$ cat config.mk
export PLATFORM = sky130hd
export DESIGN_NAME = prb_top
export DESIGN_NICKNAME = d
export VERILOG_FILES = /design/src/prb_pkg.sv /design/src/prb_sync.sv /design/src/prb_top.sv
export SDC_FILE = /design/constraint.sdc
export NUM_CORES = 1
export LEC_CHECK = 0
export ABC_AREA = 1
export BUFFER_PORTS_ARGS = -buffer_cell sky130_fd_sc_hd__buf_2
export CORE_MARGIN = 5
export CORE_UTILIZATION = 45
export DETAILED_ROUTE_END_ITERATION = 16
export PLACE_DENSITY = 0.76
export SYNTH_ARGS = -nofsm -noshare
export SYNTH_HDL_FRONTEND = slang
export SYNTH_HIERARCHICAL = 1
export SYNTH_SLANG_ARGS = --single-unit
$ cat constraint.sdc
create_clock -name pclk -period 1.5 [get_ports pclk]
set_clock_uncertainty 0.05 [all_clocks]
set_input_delay 0.225 -clock pclk [delete_from_list [all_inputs] [get_ports pclk]]
set_output_delay 0.225 -clock pclk [all_outputs]
set_load 0.03 [all_outputs]
$ cat src/prb_pkg.sv
// Package for the relay, enable and BCD output block.
// Assumes a 125 MHz pclk and 32-bit APB with word-aligned registers.
`default_nettype none
package prb_pkg;
  // Widths
  localparam int unsigned CH_N = 12;
  localparam int unsigned BRD_N = 4;
  localparam int unsigned BCD_W = 24;
  localparam int unsigned AW = 8;
  // Register byte offsets
  localparam logic [7:0] OFF_RELAY = 8'h00;
  localparam logic [7:0] OFF_ENABLE = 8'h04;
  localparam logic [7:0] OFF_STATUS = 8'h08;
  localparam logic [7:0] OFF_BCD_CTRL = 8'h0c;
  localparam logic [7:0] OFF_BCD_B0 = 8'h10;
  localparam logic [7:0] OFF_BCD_B1 = 8'h14;
  localparam logic [7:0] OFF_BCD_B2 = 8'h18;
  // Field positions
  localparam int unsigned POS_STALE = 16;
  localparam int unsigned POS_GROUP = 16;
  localparam int unsigned POS_UPDATE = 0;
  localparam int unsigned POS_LOADED = 1;
  // Reset values
  localparam logic [11:0] RST_RELAY = 12'h000;
  localparam logic [11:0] RST_STATUS = 12'h000;
  localparam logic [23:0] RST_BCD = 24'h000000;
  localparam logic [11:0] RST_SYNC_ENA = 12'hfff;
  localparam logic [1:0] RST_SYNC_GRP = 2'h0;
  // Jumper codes for channel groups
  localparam logic [1:0] GRP_1_4 = 2'h0;
  localparam logic [1:0] GRP_5_8 = 2'h1;
  localparam logic [1:0] GRP_9_12 = 2'h2;
  // Timing
  localparam longint unsigned CLK_HZ = 125000000;
  localparam longint unsigned REFRESH_MS = 1000;
  localparam longint unsigned REFRESH_CYC_L = CLK_HZ / 1000 * REFRESH_MS;
  localparam logic [31:0] REFRESH_CYC = REFRESH_CYC_L[31:0];
endpackage
`default_nettype wire

$ cat src/prb_sync.sv
// Two-stage synchroniser for a bundle of pin levels.
// Assumes each bit is a slow level; bits are not coherent with each other.
`default_nettype none
module prb_sync #(
  parameter int unsigned W = 1,
  parameter logic [W-1:0] RST = '0
) (
  // Clock and reset
  input wire logic clk,
  input wire logic rst_n,
  // Pin side and synchronised side
  input wire logic [W-1:0] pin,
  output logic [W-1:0] sync
);
  typedef struct packed {
    logic [W-1:0] s1;
    logic [W-1:0] s2;
  } prb_sync_st_t;

  prb_sync_st_t st_q, st_d;

  ////////////////////////////////////////////////////////////////////
  // First stage feeds only the second stage
  always_comb begin
    st_d = st_q;
    st_d.s1 = pin;
    st_d.s2 = st_q.s1;
  end

  always_ff @(posedge clk or negedge rst_n) begin
    if (!rst_n) begin
      st_q <= {RST, RST};
    end else begin
      st_q <= st_d;
    end
  end

  assign sync = st_q.s2;
endmodule
`default_nettype wire

$ cat src/prb_top.sv
// Process relay board, external enable/status option and BCD output latch.
// Assumes an APB master on pclk; pins arrive asynchronous to pclk.
`default_nettype none
module prb_top
  import prb_pkg::*;
#(
  parameter logic [31:0] REFRESH_LIMIT = REFRESH_CYC
) (
  // Clock and reset
  input wire logic pclk,
  input wire logic presetn,
  // APB slave
  input wire logic psel,
  input wire logic penable,
  input wire logic pwrite,
  input wire logic [AW-1:0] paddr,
  input wire logic [31:0] pwdata,
  output logic [31:0] prdata,
  output logic pready,
  output logic pslverr,
  // Jumper and enable pins
  input wire logic [1:0] grp_sel_pin,
  input wire logic [CH_N-1:0] ena_n_pin,
  // Relay drivers of this board
  output logic [BRD_N-1:0] relay_drv,
  // Relay status outputs, low while active
  output logic [CH_N-1:0] relay_stat_n,
  // BCD output option
  output logic [BCD_W-1:0] bcd_data,
  output logic bcd_update
);

  ////////////////////////////////////////////////////////////////////
  // State

  typedef struct packed {
    logic [CH_N-1:0] relay;
    logic [CH_N-1:0] stat;
    logic [BCD_W-1:0] bcd;
    logic upd;
    logic [2:0] loaded;
    logic [31:0] prdata;
    logic [31:0] rfsh_cnt;
    logic stale;
    logic [BRD_N-1:0] drv;
  } prb_st_t;

  prb_st_t st_q, st_d;

  logic [CH_N-1:0] ena_n_s;
  logic [1:0] grp_s;
  logic setup;
  logic wr_acc;
  logic mapped;
  logic [CH_N-1:0] ena_on;
  logic [BRD_N-1:0] grp_bits;
  logic [BRD_N-1:0] grp_ena;
  logic [31:0] rd_mux;
  logic wr_relay;

  ////////////////////////////////////////////////////////////////////
  // Pin synchronisers

  // Enable pins reset to all-ones so nothing is enabled early
  prb_sync #(
    .W(CH_N),
    .RST(RST_SYNC_ENA)
  ) u_ena_sync (
    .clk(pclk),
    .rst_n(presetn),
    .pin(ena_n_pin),
    .sync(ena_n_s)
  );

  // Jumper is a strap; sampled continuously, changes take two cycles
  prb_sync #(
    .W(2),
    .RST(RST_SYNC_GRP)
  ) u_grp_sync (
    .clk(pclk),
    .rst_n(presetn),
    .pin(grp_sel_pin),
    .sync(grp_s)
  );

  ////////////////////////////////////////////////////////////////////
  // Bus decode

  // Zero-wait slave: read data is captured during setup
  assign setup = psel & ~penable;
  assign wr_acc = psel & penable & pwrite;
  assign pready = 1'b1;
  assign pslverr = psel & penable & ~mapped;

  always_comb begin
    case (paddr)
      OFF_RELAY, OFF_ENABLE, OFF_STATUS, OFF_BCD_CTRL,
      OFF_BCD_B0, OFF_BCD_B1, OFF_BCD_B2: begin
        mapped = 1'b1;
      end
      default: begin
        mapped = 1'b0;
      end
    endcase
  end

  assign wr_relay = wr_acc & (paddr == OFF_RELAY);

  ////////////////////////////////////////////////////////////////////
  // Channel group selection

  // Low pin means enabled; pull-up leaves channel disabled
  assign ena_on = ~ena_n_s;

  // Pick the four latches this board answers to
  always_comb begin
    case (grp_s)
      GRP_1_4: begin
        grp_bits = st_q.relay[3:0];
        grp_ena = ena_on[3:0];
      end
      GRP_5_8: begin
        grp_bits = st_q.relay[7:4];
        grp_ena = ena_on[7:4];
      end
      GRP_9_12: begin
        grp_bits = st_q.relay[11:8];
        grp_ena = ena_on[11:8];
      end
      default: begin
        // Unfitted jumper: board answers to no group
        grp_bits = '0;
        grp_ena = '0;
      end
    endcase
  end

  ////////////////////////////////////////////////////////////////////
  // Read mux

  always_comb begin
    rd_mux = '0;
    case (paddr)
      OFF_RELAY: begin
        rd_mux[CH_N-1:0] = st_q.relay;
        rd_mux[POS_STALE] = st_q.stale;
      end
      OFF_ENABLE: begin
        rd_mux[CH_N-1:0] = ena_on;
        rd_mux[POS_GROUP +: 2] = grp_s;
      end
      OFF_STATUS: begin
        rd_mux[CH_N-1:0] = st_q.stat;
      end
      OFF_BCD_CTRL: begin
        rd_mux[POS_UPDATE] = st_q.upd;
        rd_mux[POS_LOADED +: 3] = st_q.loaded;
      end
      OFF_BCD_B0: begin
        rd_mux[7:0] = st_q.bcd[7:0];
      end
      OFF_BCD_B1: begin
        rd_mux[7:0] = st_q.bcd[15:8];
      end
      OFF_BCD_B2: begin
        rd_mux[7:0] = st_q.bcd[23:16];
      end
      default: begin
        rd_mux = '0;
      end
    endcase
  end

  ////////////////////////////////////////////////////////////////////
  // Next state

  always_comb begin
    st_d = st_q;

    // Capture read data so prdata comes from a flop
    if (setup) begin
      st_d.prdata = rd_mux;
    end

    // Relay pattern, full twelve channels kept
    if (wr_relay) begin
      st_d.relay = pwdata[CH_N-1:0];
    end

    // Relay driver: latch bit gated by external enable
    st_d.drv = grp_bits & grp_ena;

    // Refresh watchdog: flags a pattern not rewritten in time
    if (wr_relay) begin
      st_d.rfsh_cnt = '0;
    end else if (st_q.rfsh_cnt != REFRESH_LIMIT) begin
      st_d.rfsh_cnt = st_q.rfsh_cnt + 32'h1;
    end
    // Set on arrival at the limit only; a level test would pin stale high for good
    st_d.stale = ((st_d.rfsh_cnt == REFRESH_LIMIT) & (st_q.rfsh_cnt != REFRESH_LIMIT)) |
                 (st_q.stale & ~wr_relay);

    // Status latch, active state shown low on the pins
    if (wr_acc && paddr == OFF_STATUS) begin
      st_d.stat = pwdata[CH_N-1:0];
    end

    // Update flag; rising edge starts a fresh load
    if (wr_acc && paddr == OFF_BCD_CTRL) begin
      st_d.upd = pwdata[POS_UPDATE];
      if (pwdata[POS_UPDATE] && !st_q.upd) begin
        st_d.loaded = '0;
      end
    end

    // Byte loads refused while the flag is low
    if (wr_acc && st_q.upd) begin
      case (paddr)
        OFF_BCD_B0: begin
          st_d.bcd[7:0] = pwdata[7:0];
          st_d.loaded[0] = 1'b1;
        end
        OFF_BCD_B1: begin
          st_d.bcd[15:8] = pwdata[7:0];
          st_d.loaded[1] = 1'b1;
        end
        OFF_BCD_B2: begin
          st_d.bcd[23:16] = pwdata[7:0];
          st_d.loaded[2] = 1'b1;
        end
        default: begin
          st_d.bcd = st_q.bcd;
        end
      endcase
    end
  end

  ////////////////////////////////////////////////////////////////////
  // State register

  always_ff @(posedge pclk or negedge presetn) begin
    if (!presetn) begin
      st_q.relay <= RST_RELAY;
      st_q.stat <= RST_STATUS;
      st_q.bcd <= RST_BCD;
      st_q.upd <= 1'b0;
      st_q.loaded <= 3'h0;
      st_q.prdata <= 32'h00000000;
      st_q.rfsh_cnt <= 32'h00000000;
      st_q.stale <= 1'b0;
      st_q.drv <= 4'h0;
    end else begin
      st_q <= st_d;
    end
  end

  ////////////////////////////////////////////////////////////////////
  // Outputs, all from flops

  assign prdata = st_q.prdata;
  assign relay_drv = st_q.drv;
  assign relay_stat_n = ~st_q.stat;
  // Reader trusts bcd_data only while bcd_update is low
  assign bcd_data = st_q.bcd;
  assign bcd_update = st_q.upd;

endmodule
`default_nettype wire

==> results of run 1 <==
worst max-delay path, stage by stage (launching register included):
cell	delay [ns]
dfrtp_1	0.42
nand2_1	0.13
nor2_2	0.13
nand2_1	0.10
nor2_4	0.25
nand2_2	0.08
nand2_1	0.05
nand2_1	0.04
nand2_1	0.07
nand2_1	0.07
nor2_2	0.12
nand2_1	0.08
nor2_2	0.12
nand3_1	0.08
nand2_1	0.06
cell usage in the layout (no fill, tap or decap), drive strengths merged:
master,synthesis,final
o22ai,15,15
dfrtp,107,107
nand2,257,257
clkinv,3,3
o31ai,1,1
o21ai,75,75
a22o,11,11
ha,2,2
clkbuf,12,24
nand4,3,3
clkinvlp,0,2
bufinv,0,1
nand3b,2,2
a21oi,14,14
buf,65,233
nor2,108,108
conb,2,19
nand3,34,34
dlygate4sd3,0,15
a31oi,1,1
a311oi,1,1
nor3b,4,4
o211ai,3,3
xor2,6,6
nor3,7,7
inv,103,108
dfstp,24,24
what timing repair did:
action                     4_1_cts  5_1_grt
setup buffers                   17        8
hold endpoints to repair        31        0
pin swaps                       17       23
gates resized for setup         58       50
setup endpoints to repair       15       37
hold buffers                    15        0
where the power goes:
part / internal (mW) / leakage [nW] / switching (mW)
combinational: 0.968 / 2.79 / 1.16
clock: 2.64 / 0.293 / 1.59
sequential: 3.75 / 1.66 / 0.183
worst paths after layout:
kind                       slack, ns          startpoint  cells after the start                 end
setup / recovery               -0.43            st_q[17]                     14             st_q[4]
hold / removal                  0.01           pwdata[0]                      3          bcd_update
setup reg to reg               -0.43            st_q[17]                     14             st_q[4]
hold reg to reg                 0.29  u_grp_sync/st_d[1]                      0  u_grp_sync/sync[1]
max in group asynchronous       0.53             presetn                      3  u_ena_sync/sync[6]
min in group asynchronous       0.27             presetn                      2            st_q[20]
registers in the layout, indices dropped and copies added, names as in the netlist:
name	cells
bcd_data	24
u_ena_sync/st_d	12
bcd_update	1
st_q	60
u_grp_sync/st_d	2
prdata	14
u_ena_sync/sync	12
u_grp_sync/sync	2
relay_drv	4
area by class of cell:
cell class                 count  area, µm²
timing repair buffer         248       1810
tap                          184        230
inverter                     106        410
sequential                   131       3310
clock buffer                  24        526
clock inverter                 8       85.1
fill                        1190       5360
multi-input combinational    563       2860
cells by family after synthesis:
family                   Yosys count
AO/OA/AOI/OAI                    121
XOR/XNOR                           6
adder cells (fa/ha/maj)            2
buffers and inverters            183
flip-flops                       131
other                              2
AND/OR/NAND/NOR                  415
per-stage QoR:
stage,hold slack [ns],util [%],cells
4_1_cts,0.00464,61.7,1256
2_1_floorplan,-0.121,-,877
3_5_place_dp,0.160,54.4,1194
5_1_grt,0.00515,63.3,1264
6_report,0.0146,63.3,1264
3_3_place_gp,0.162,54.4,1194
per-layer routing:
layer	up-vias	global-route usage, %	routed length (µm)
li1	3046	-	-
met1	3004	27.1	7810
met2	232	38.3	9960
met3	40	5.65	1150
met4	0	6.79	421
met5	-	0	0
==> metrics, run 1 <==
diode count 0; Worst VDD drop ~0.95 mV; number of port buffers 94; worst setup margin -0.434 ns; pin count of the biggest net entering global routing 32; overflow left after global routing 0; Max Fclk 517 MHz; vias 6322; core area 14600 µm²; ys async rst share 100%; synthesized area 6730 µm²; I/O pins 134; site row count 44; DRC 0; PwrDens about 1100 nW/µm²; DIE AREA approximately 17000 µm²; Synth warnings 6; Max-cap violations 0; main combinational cell family by area after synthesis simple AND/OR/NAND/NOR gates; list of most frequent post-synthesis cells 253 x nand2_1, 107 x dfrtp_1, 99 x inv_1; clk sinks 131; initial antenna violation count 0; adder-cell share of the synthesized area less than 1%; H-tree Lvls 4; Post-layout nets ~1.1k; share of cells above drive strength 1 around 35%; min-delay worst type in2reg; gr usage total 22.1%; top-count cell post-synth nand2_1; status finished with violations; CTS max path bufs 2; area leader, netlist dfrtp_1; clk slew on worst S/H paths approximately 0.060 ns; worst slack at placement -0.520 ns; vias in the first global route 6325; final wirelength roughly 19000 µm; final slew viol count 0; worst skew pair latency 0.42 ns; largest cells by area after synthesis dfrtp_1 40%, nand2_1 14%, dfstp_2 9.4%, buf_4 6.9%, o21ai_0 5.6%; part of the cycle the worst path needs 129%; die width roughly 130 µm; final RePlAce weighted congestion approximately 0.9; Synth Instances 860; Root Driver clkbuf_16; CTS buffer count 17; critical path type reg2reg; Final setup violation count 13; Sum Neg Setup Slack -1.23 ns; Mean Syn Cell Area between 7 and 8 µm²; Main synth FF type dfrtp_1; initial core utilization between 40 and 50%; post-DR vias/cell ~5.0; Crit path required time 1.81 ns; first-pass GRT wire length 31200 µm; crit path DAT roughly 2.2 ns; total chip power between 10 and 15 mW; crit end category flop; Cell variety after synth 32; die height about 130 µm; Startpoint Class flop; HPWL after DPL between 10000 and 15000 µm; XOR/XNOR Fraction of Synth Area less than 1%; Final min period between 1.5 and 2 ns; number of synthesized register bits between 100 and 150; failing checks negative setup slack; Synth Area in Compound Gates 10.2%; Fin. Hold Viols 0; ANT nets after route 0; DRT Pass-1 Iters 6; cell area after placement 7930 µm²; cell area after layout a little over 9000 µm²; register area share after synthesis around half; CTS tree yes; EDFF count, synth 0; multiplexer area fraction after synthesis 0%; Synth top area share 39.8%; Routed WL per cell approximately 15 µm; Layout area overhead 37.2%; RSZ-0062 raised after global routing true; Post-Synth Simple-Gate Area around 26%; leak pwr about 4.7 nW; CP max FO 6; DR iter-0 viols roughly 490
Note: power is estimated with default switching activity, not from simulation.
==> inputs of run 2 (changes only) <==
- ABC_AREA: 1 -> unset
==> run 2 against run 1 <==
  * The flow still finishes with violations (negative setup slack)
  * Wire length grew 11%
  * Clock power shrank 5.2%
  * Sequential power is essentially flat
  * Critical path depth shrank 7
  * Utilization grew 3.9 points
  * Synthesized cell count shrank 24%
  * Largest cell class is now multi-input gates
==> metrics, run 2 <==
Fin. Hold Viols 0 (unchanged); part of the cycle the worst path needs 160% (was 129%); gr usage total 23.1% (was 22.1%); Bufs and invs on worst path 0 (unchanged); Worst VDD drop 1.01 mV (was 0.950 mV); Cell variety after synth 64 (was 32); Final setup violation count 30 (was 13); PwrDens 946 nW/µm² (was 1110 nW/µm²); min-delay worst type in2reg (unchanged); Max Fclk 417 MHz (was 517 MHz); Max-cap violations 0 (unchanged); total chip power 9.27 mW (was 10.3 mW); Routed WL per cell 19.9 µm (was 15.3 µm); Synth Instances 655 (was 860); worst slack at placement -0.896 ns (was -0.520 ns); CTS tree yes (unchanged); diode count 0 (unchanged); ANT nets after route 0 (unchanged); Synth warnings 6 (unchanged); hold slack 0.00366 ns (was 0.0146 ns); status finished with violations (unchanged); worst reg2reg endpoint st_q[4] (unchanged); worst setup margin -0.897 ns (was -0.434 ns); most frequent cells in the layout 130 x buf_4, 102 x dfrtp_1, 91 x buf_2 (was 235 x nand2_1, 126 x buf_4, 105 x dfrtp_1); RSZ-0062 raised after global routing true (unchanged); commonest non-fill, non-tap cell in the layout buf_4 (was nand2_1); HPWL after DPL 13700 µm (was 13800 µm); CP cell instances nor4b_1 -> nand4_1 -> or4b_1 -> a211oi_2 -> nand4_1 -> nor4_2 -> a21o_1 (was nand2_1 -> nor2_2 -> nand2_1 -> nor2_4 -> nand2_2 -> nand2_1 -> nand2_1 -> nand2_1 -> nand2_1 -> nor2_2 -> nand2_1 -> nor2_2 -> nand3_1 -> nand2_1); leak pwr 4.52 nW (was 4.74 nW); flip-flop count of the largest register after layout 60 (unchanged); clk sinks 131 (unchanged); area leader, netlist dfrtp_1 (unchanged); synthesized area 6720 µm² (was 6730 µm²); Worst R2R Path Depth 7 (was 14); register with the most flip-flops st_q (unchanged); die width 132 µm (about the same); Post-Layout Cell Count 1076 (was 1264); worst skew pair latency 0.43 ns (was 0.42 ns); die height 132 µm (about the same); Crit path depth 7 (was 14); Final min period 2.40 ns (was 1.93 ns); Startpoint Class flop (unchanged); first-pass GRT wire length 32300 µm (was 31200 µm); Worst R2R Start st_q[24] (was st_q[17]); core area 14600 µm² (unchanged); CP endpoint st_q[4] (unchanged); failing checks negative setup slack (unchanged); Post-layout nets 940 (was 1128); share of cells above drive strength 1 53.3% (was 35.5%); CTS buffer count 17 (unchanged); largest cells by area after synthesis dfrtp_1 40%, dfstp_2 9.4%, mux2_2 8.7%, buf_4 6.9%, nor2_1 3.2% (was dfrtp_1 40%, nand2_1 14%, dfstp_2 9.4%, buf_4 6.9%, o21ai_0 5.6%); Mean Syn Cell Area 10.3 µm² (was 7.82 µm²); DR iter-0 viols 543 (was 492); Crit path max-delay family simple AND/OR/NAND/NOR gates (unchanged); post-DR vias/cell 5.58 (was 5.00); I/O pins 134 (unchanged); placed cell count 988 (was 1194); CP most frequent cell nand4_1 (was nand2_1); DIE AREA 17500 µm² (about the same); final wirelength 21400 µm (was 19300 µm); final slew viol count 0 (unchanged); initial core utilization 46.1% (about the same); number of port buffers 94 (unchanged); Crit path required time 1.82 ns (was 1.81 ns); CTS max path bufs 2 (unchanged); CP peak stage delay 0.52 ns (was 0.42 ns); setup slack, reg-to-reg -0.90 ns (was -0.43 ns); number of synthesized register bits 131 (unchanged); register area share after synthesis 49.2% (about the same); final RePlAce weighted congestion 0.918 (was 0.927); Layout area overhead 45.7% (was 37.2%); pin count of the biggest net entering global routing 59 (was 32); DRT Pass-1 Iters 5 (was 6); Main synth FF type dfrtp_1 (unchanged); CP max FO 3 (was 6); top-count cell post-synth dfrtp_1 (was nand2_1); list of most frequent post-synthesis cells 107 x dfrtp_1, 62 x buf_4, 58 x nor2_1 (was 253 x nand2_1, 107 x dfrtp_1, 99 x inv_1); Layout Utilization 67.1% (was 63.3%); slowest stage cell, crit path or4b_1 (was dfrtp_1); vias in the first global route 6085 (was 6325); ys async rst share 100% (unchanged); Crit. Startpoint st_q[24] (was st_q[17]); site row count 44 (unchanged); initial antenna violation count 0 (unchanged); EDFF count, synth 0 (unchanged); clk slew on worst S/H paths 0.07 ns (was 0.06 ns); H-tree Lvls 4 (unchanged); DRC 0 (unchanged); Synth top area share 39.8% (about the same); Root Driver clkbuf_16 (unchanged); Hold Path Depth 2 (was 3); overflow left after global routing 0 (unchanged); vias 5999 (was 6322); critical path type reg2reg (unchanged); crit end category flop (unchanged); crit path DAT 2.71 ns (was 2.24 ns)
-- run 2: cell types whose count changed after synthesis, sizes merged, moves of 9 or more --
cell    previous run  this run
inv              103        30
nor2             108        58
o22ai             15         4
mux2i              0        10
nor4               0        10
nand2            257        38
a22o              11         0
xnor2              0        15
o21ai             75        22
nor3               7        19
a21oi             14        25
clkbuf            12        22
mux2               0        53
nand4              3        12
-- run 2: cells by family after synthesis --
logic type               synth area share (%)
AO/OA/AOI/OAI                            9.21
flip-flops                               49.2
buffers and inverters                    10.6
XOR/XNOR                                 3.52
adder cells (fa/ha/maj)                 0.521
AND/OR/NAND/NOR                          16.4
other                                   0.112
multiplexers                             10.4
-- run 2: what timing repair did --
action	CTS	global route
gates cloned	1	0
hold buffers	18	0
setup buffers	22	22
hold endpoints to repair	37	0
resized for setup	79	65
endpoints found under the setup margin	33	79
pin swaps	27	41
-- run 2: cell type report --
type	count	area [µm²]
clock buffers	18	429
clock inverters	14	131
fillers	972	4790
inverters	30	113
multi-input cells	416	3410
flip-flops and latches	131	3310
well taps	184	230
repair buffers	283	2170
-- run 2: worst register-to-register path, stage by stage, from the launching register on --
cell      delay [ns]
dfrtp_1         0.43
nor4b_1         0.45
nand4_1         0.22
or4b_1          0.52
a211oi_2        0.18
nand4_1         0.14
nor4_2          0.23
a21o_1          0.11
-- run 2: report_power, final --
part	total [mW]	internal [mW]	leakage (nW)	switching [mW]
sequential	3.91	3.72	1.63	0.186
combinational	1.35	0.646	2.62	0.705
clock	4.01	2.20	0.273	1.82
-- run 2: routing by layer --
layer / track usage (%) / vias up / routed length (µm)
met5: 0 / - / 0
met4: 10.1 / 0 / 896
met3: 5.04 / 79 / 1320
met2: 40.1 / 276 / 11000
met1: 27.6 / 2971 / 8230
li1: - / 2673 / -
-- run 2: through the flow --
stage / setup TNS [ns] / cell area (µm²)
6_report: -10.83 / 9800
3_3_place_gp: -26.38 / 8100
4_1_cts: -7.68 / 9370
3_5_place_dp: -30.03 / 8100
5_1_grt: -12.83 / 9800
2_1_floorplan: -8.71 / 7060
-- run 2: worst min-delay path by stage --
stage,startpoint,to,slack [ns]
2_1_floorplan,presetn,bcd_data[0],-0.12
3_3_place_gp,presetn,st_q[34],0.1
3_5_place_dp,presetn,st_q[34],0.1
4_1_cts,pwdata[11],st_q[120],0.005
5_1_grt,pwdata[11],st_q[120],0.007
6_report,pwdata[11],st_q[108],0.004
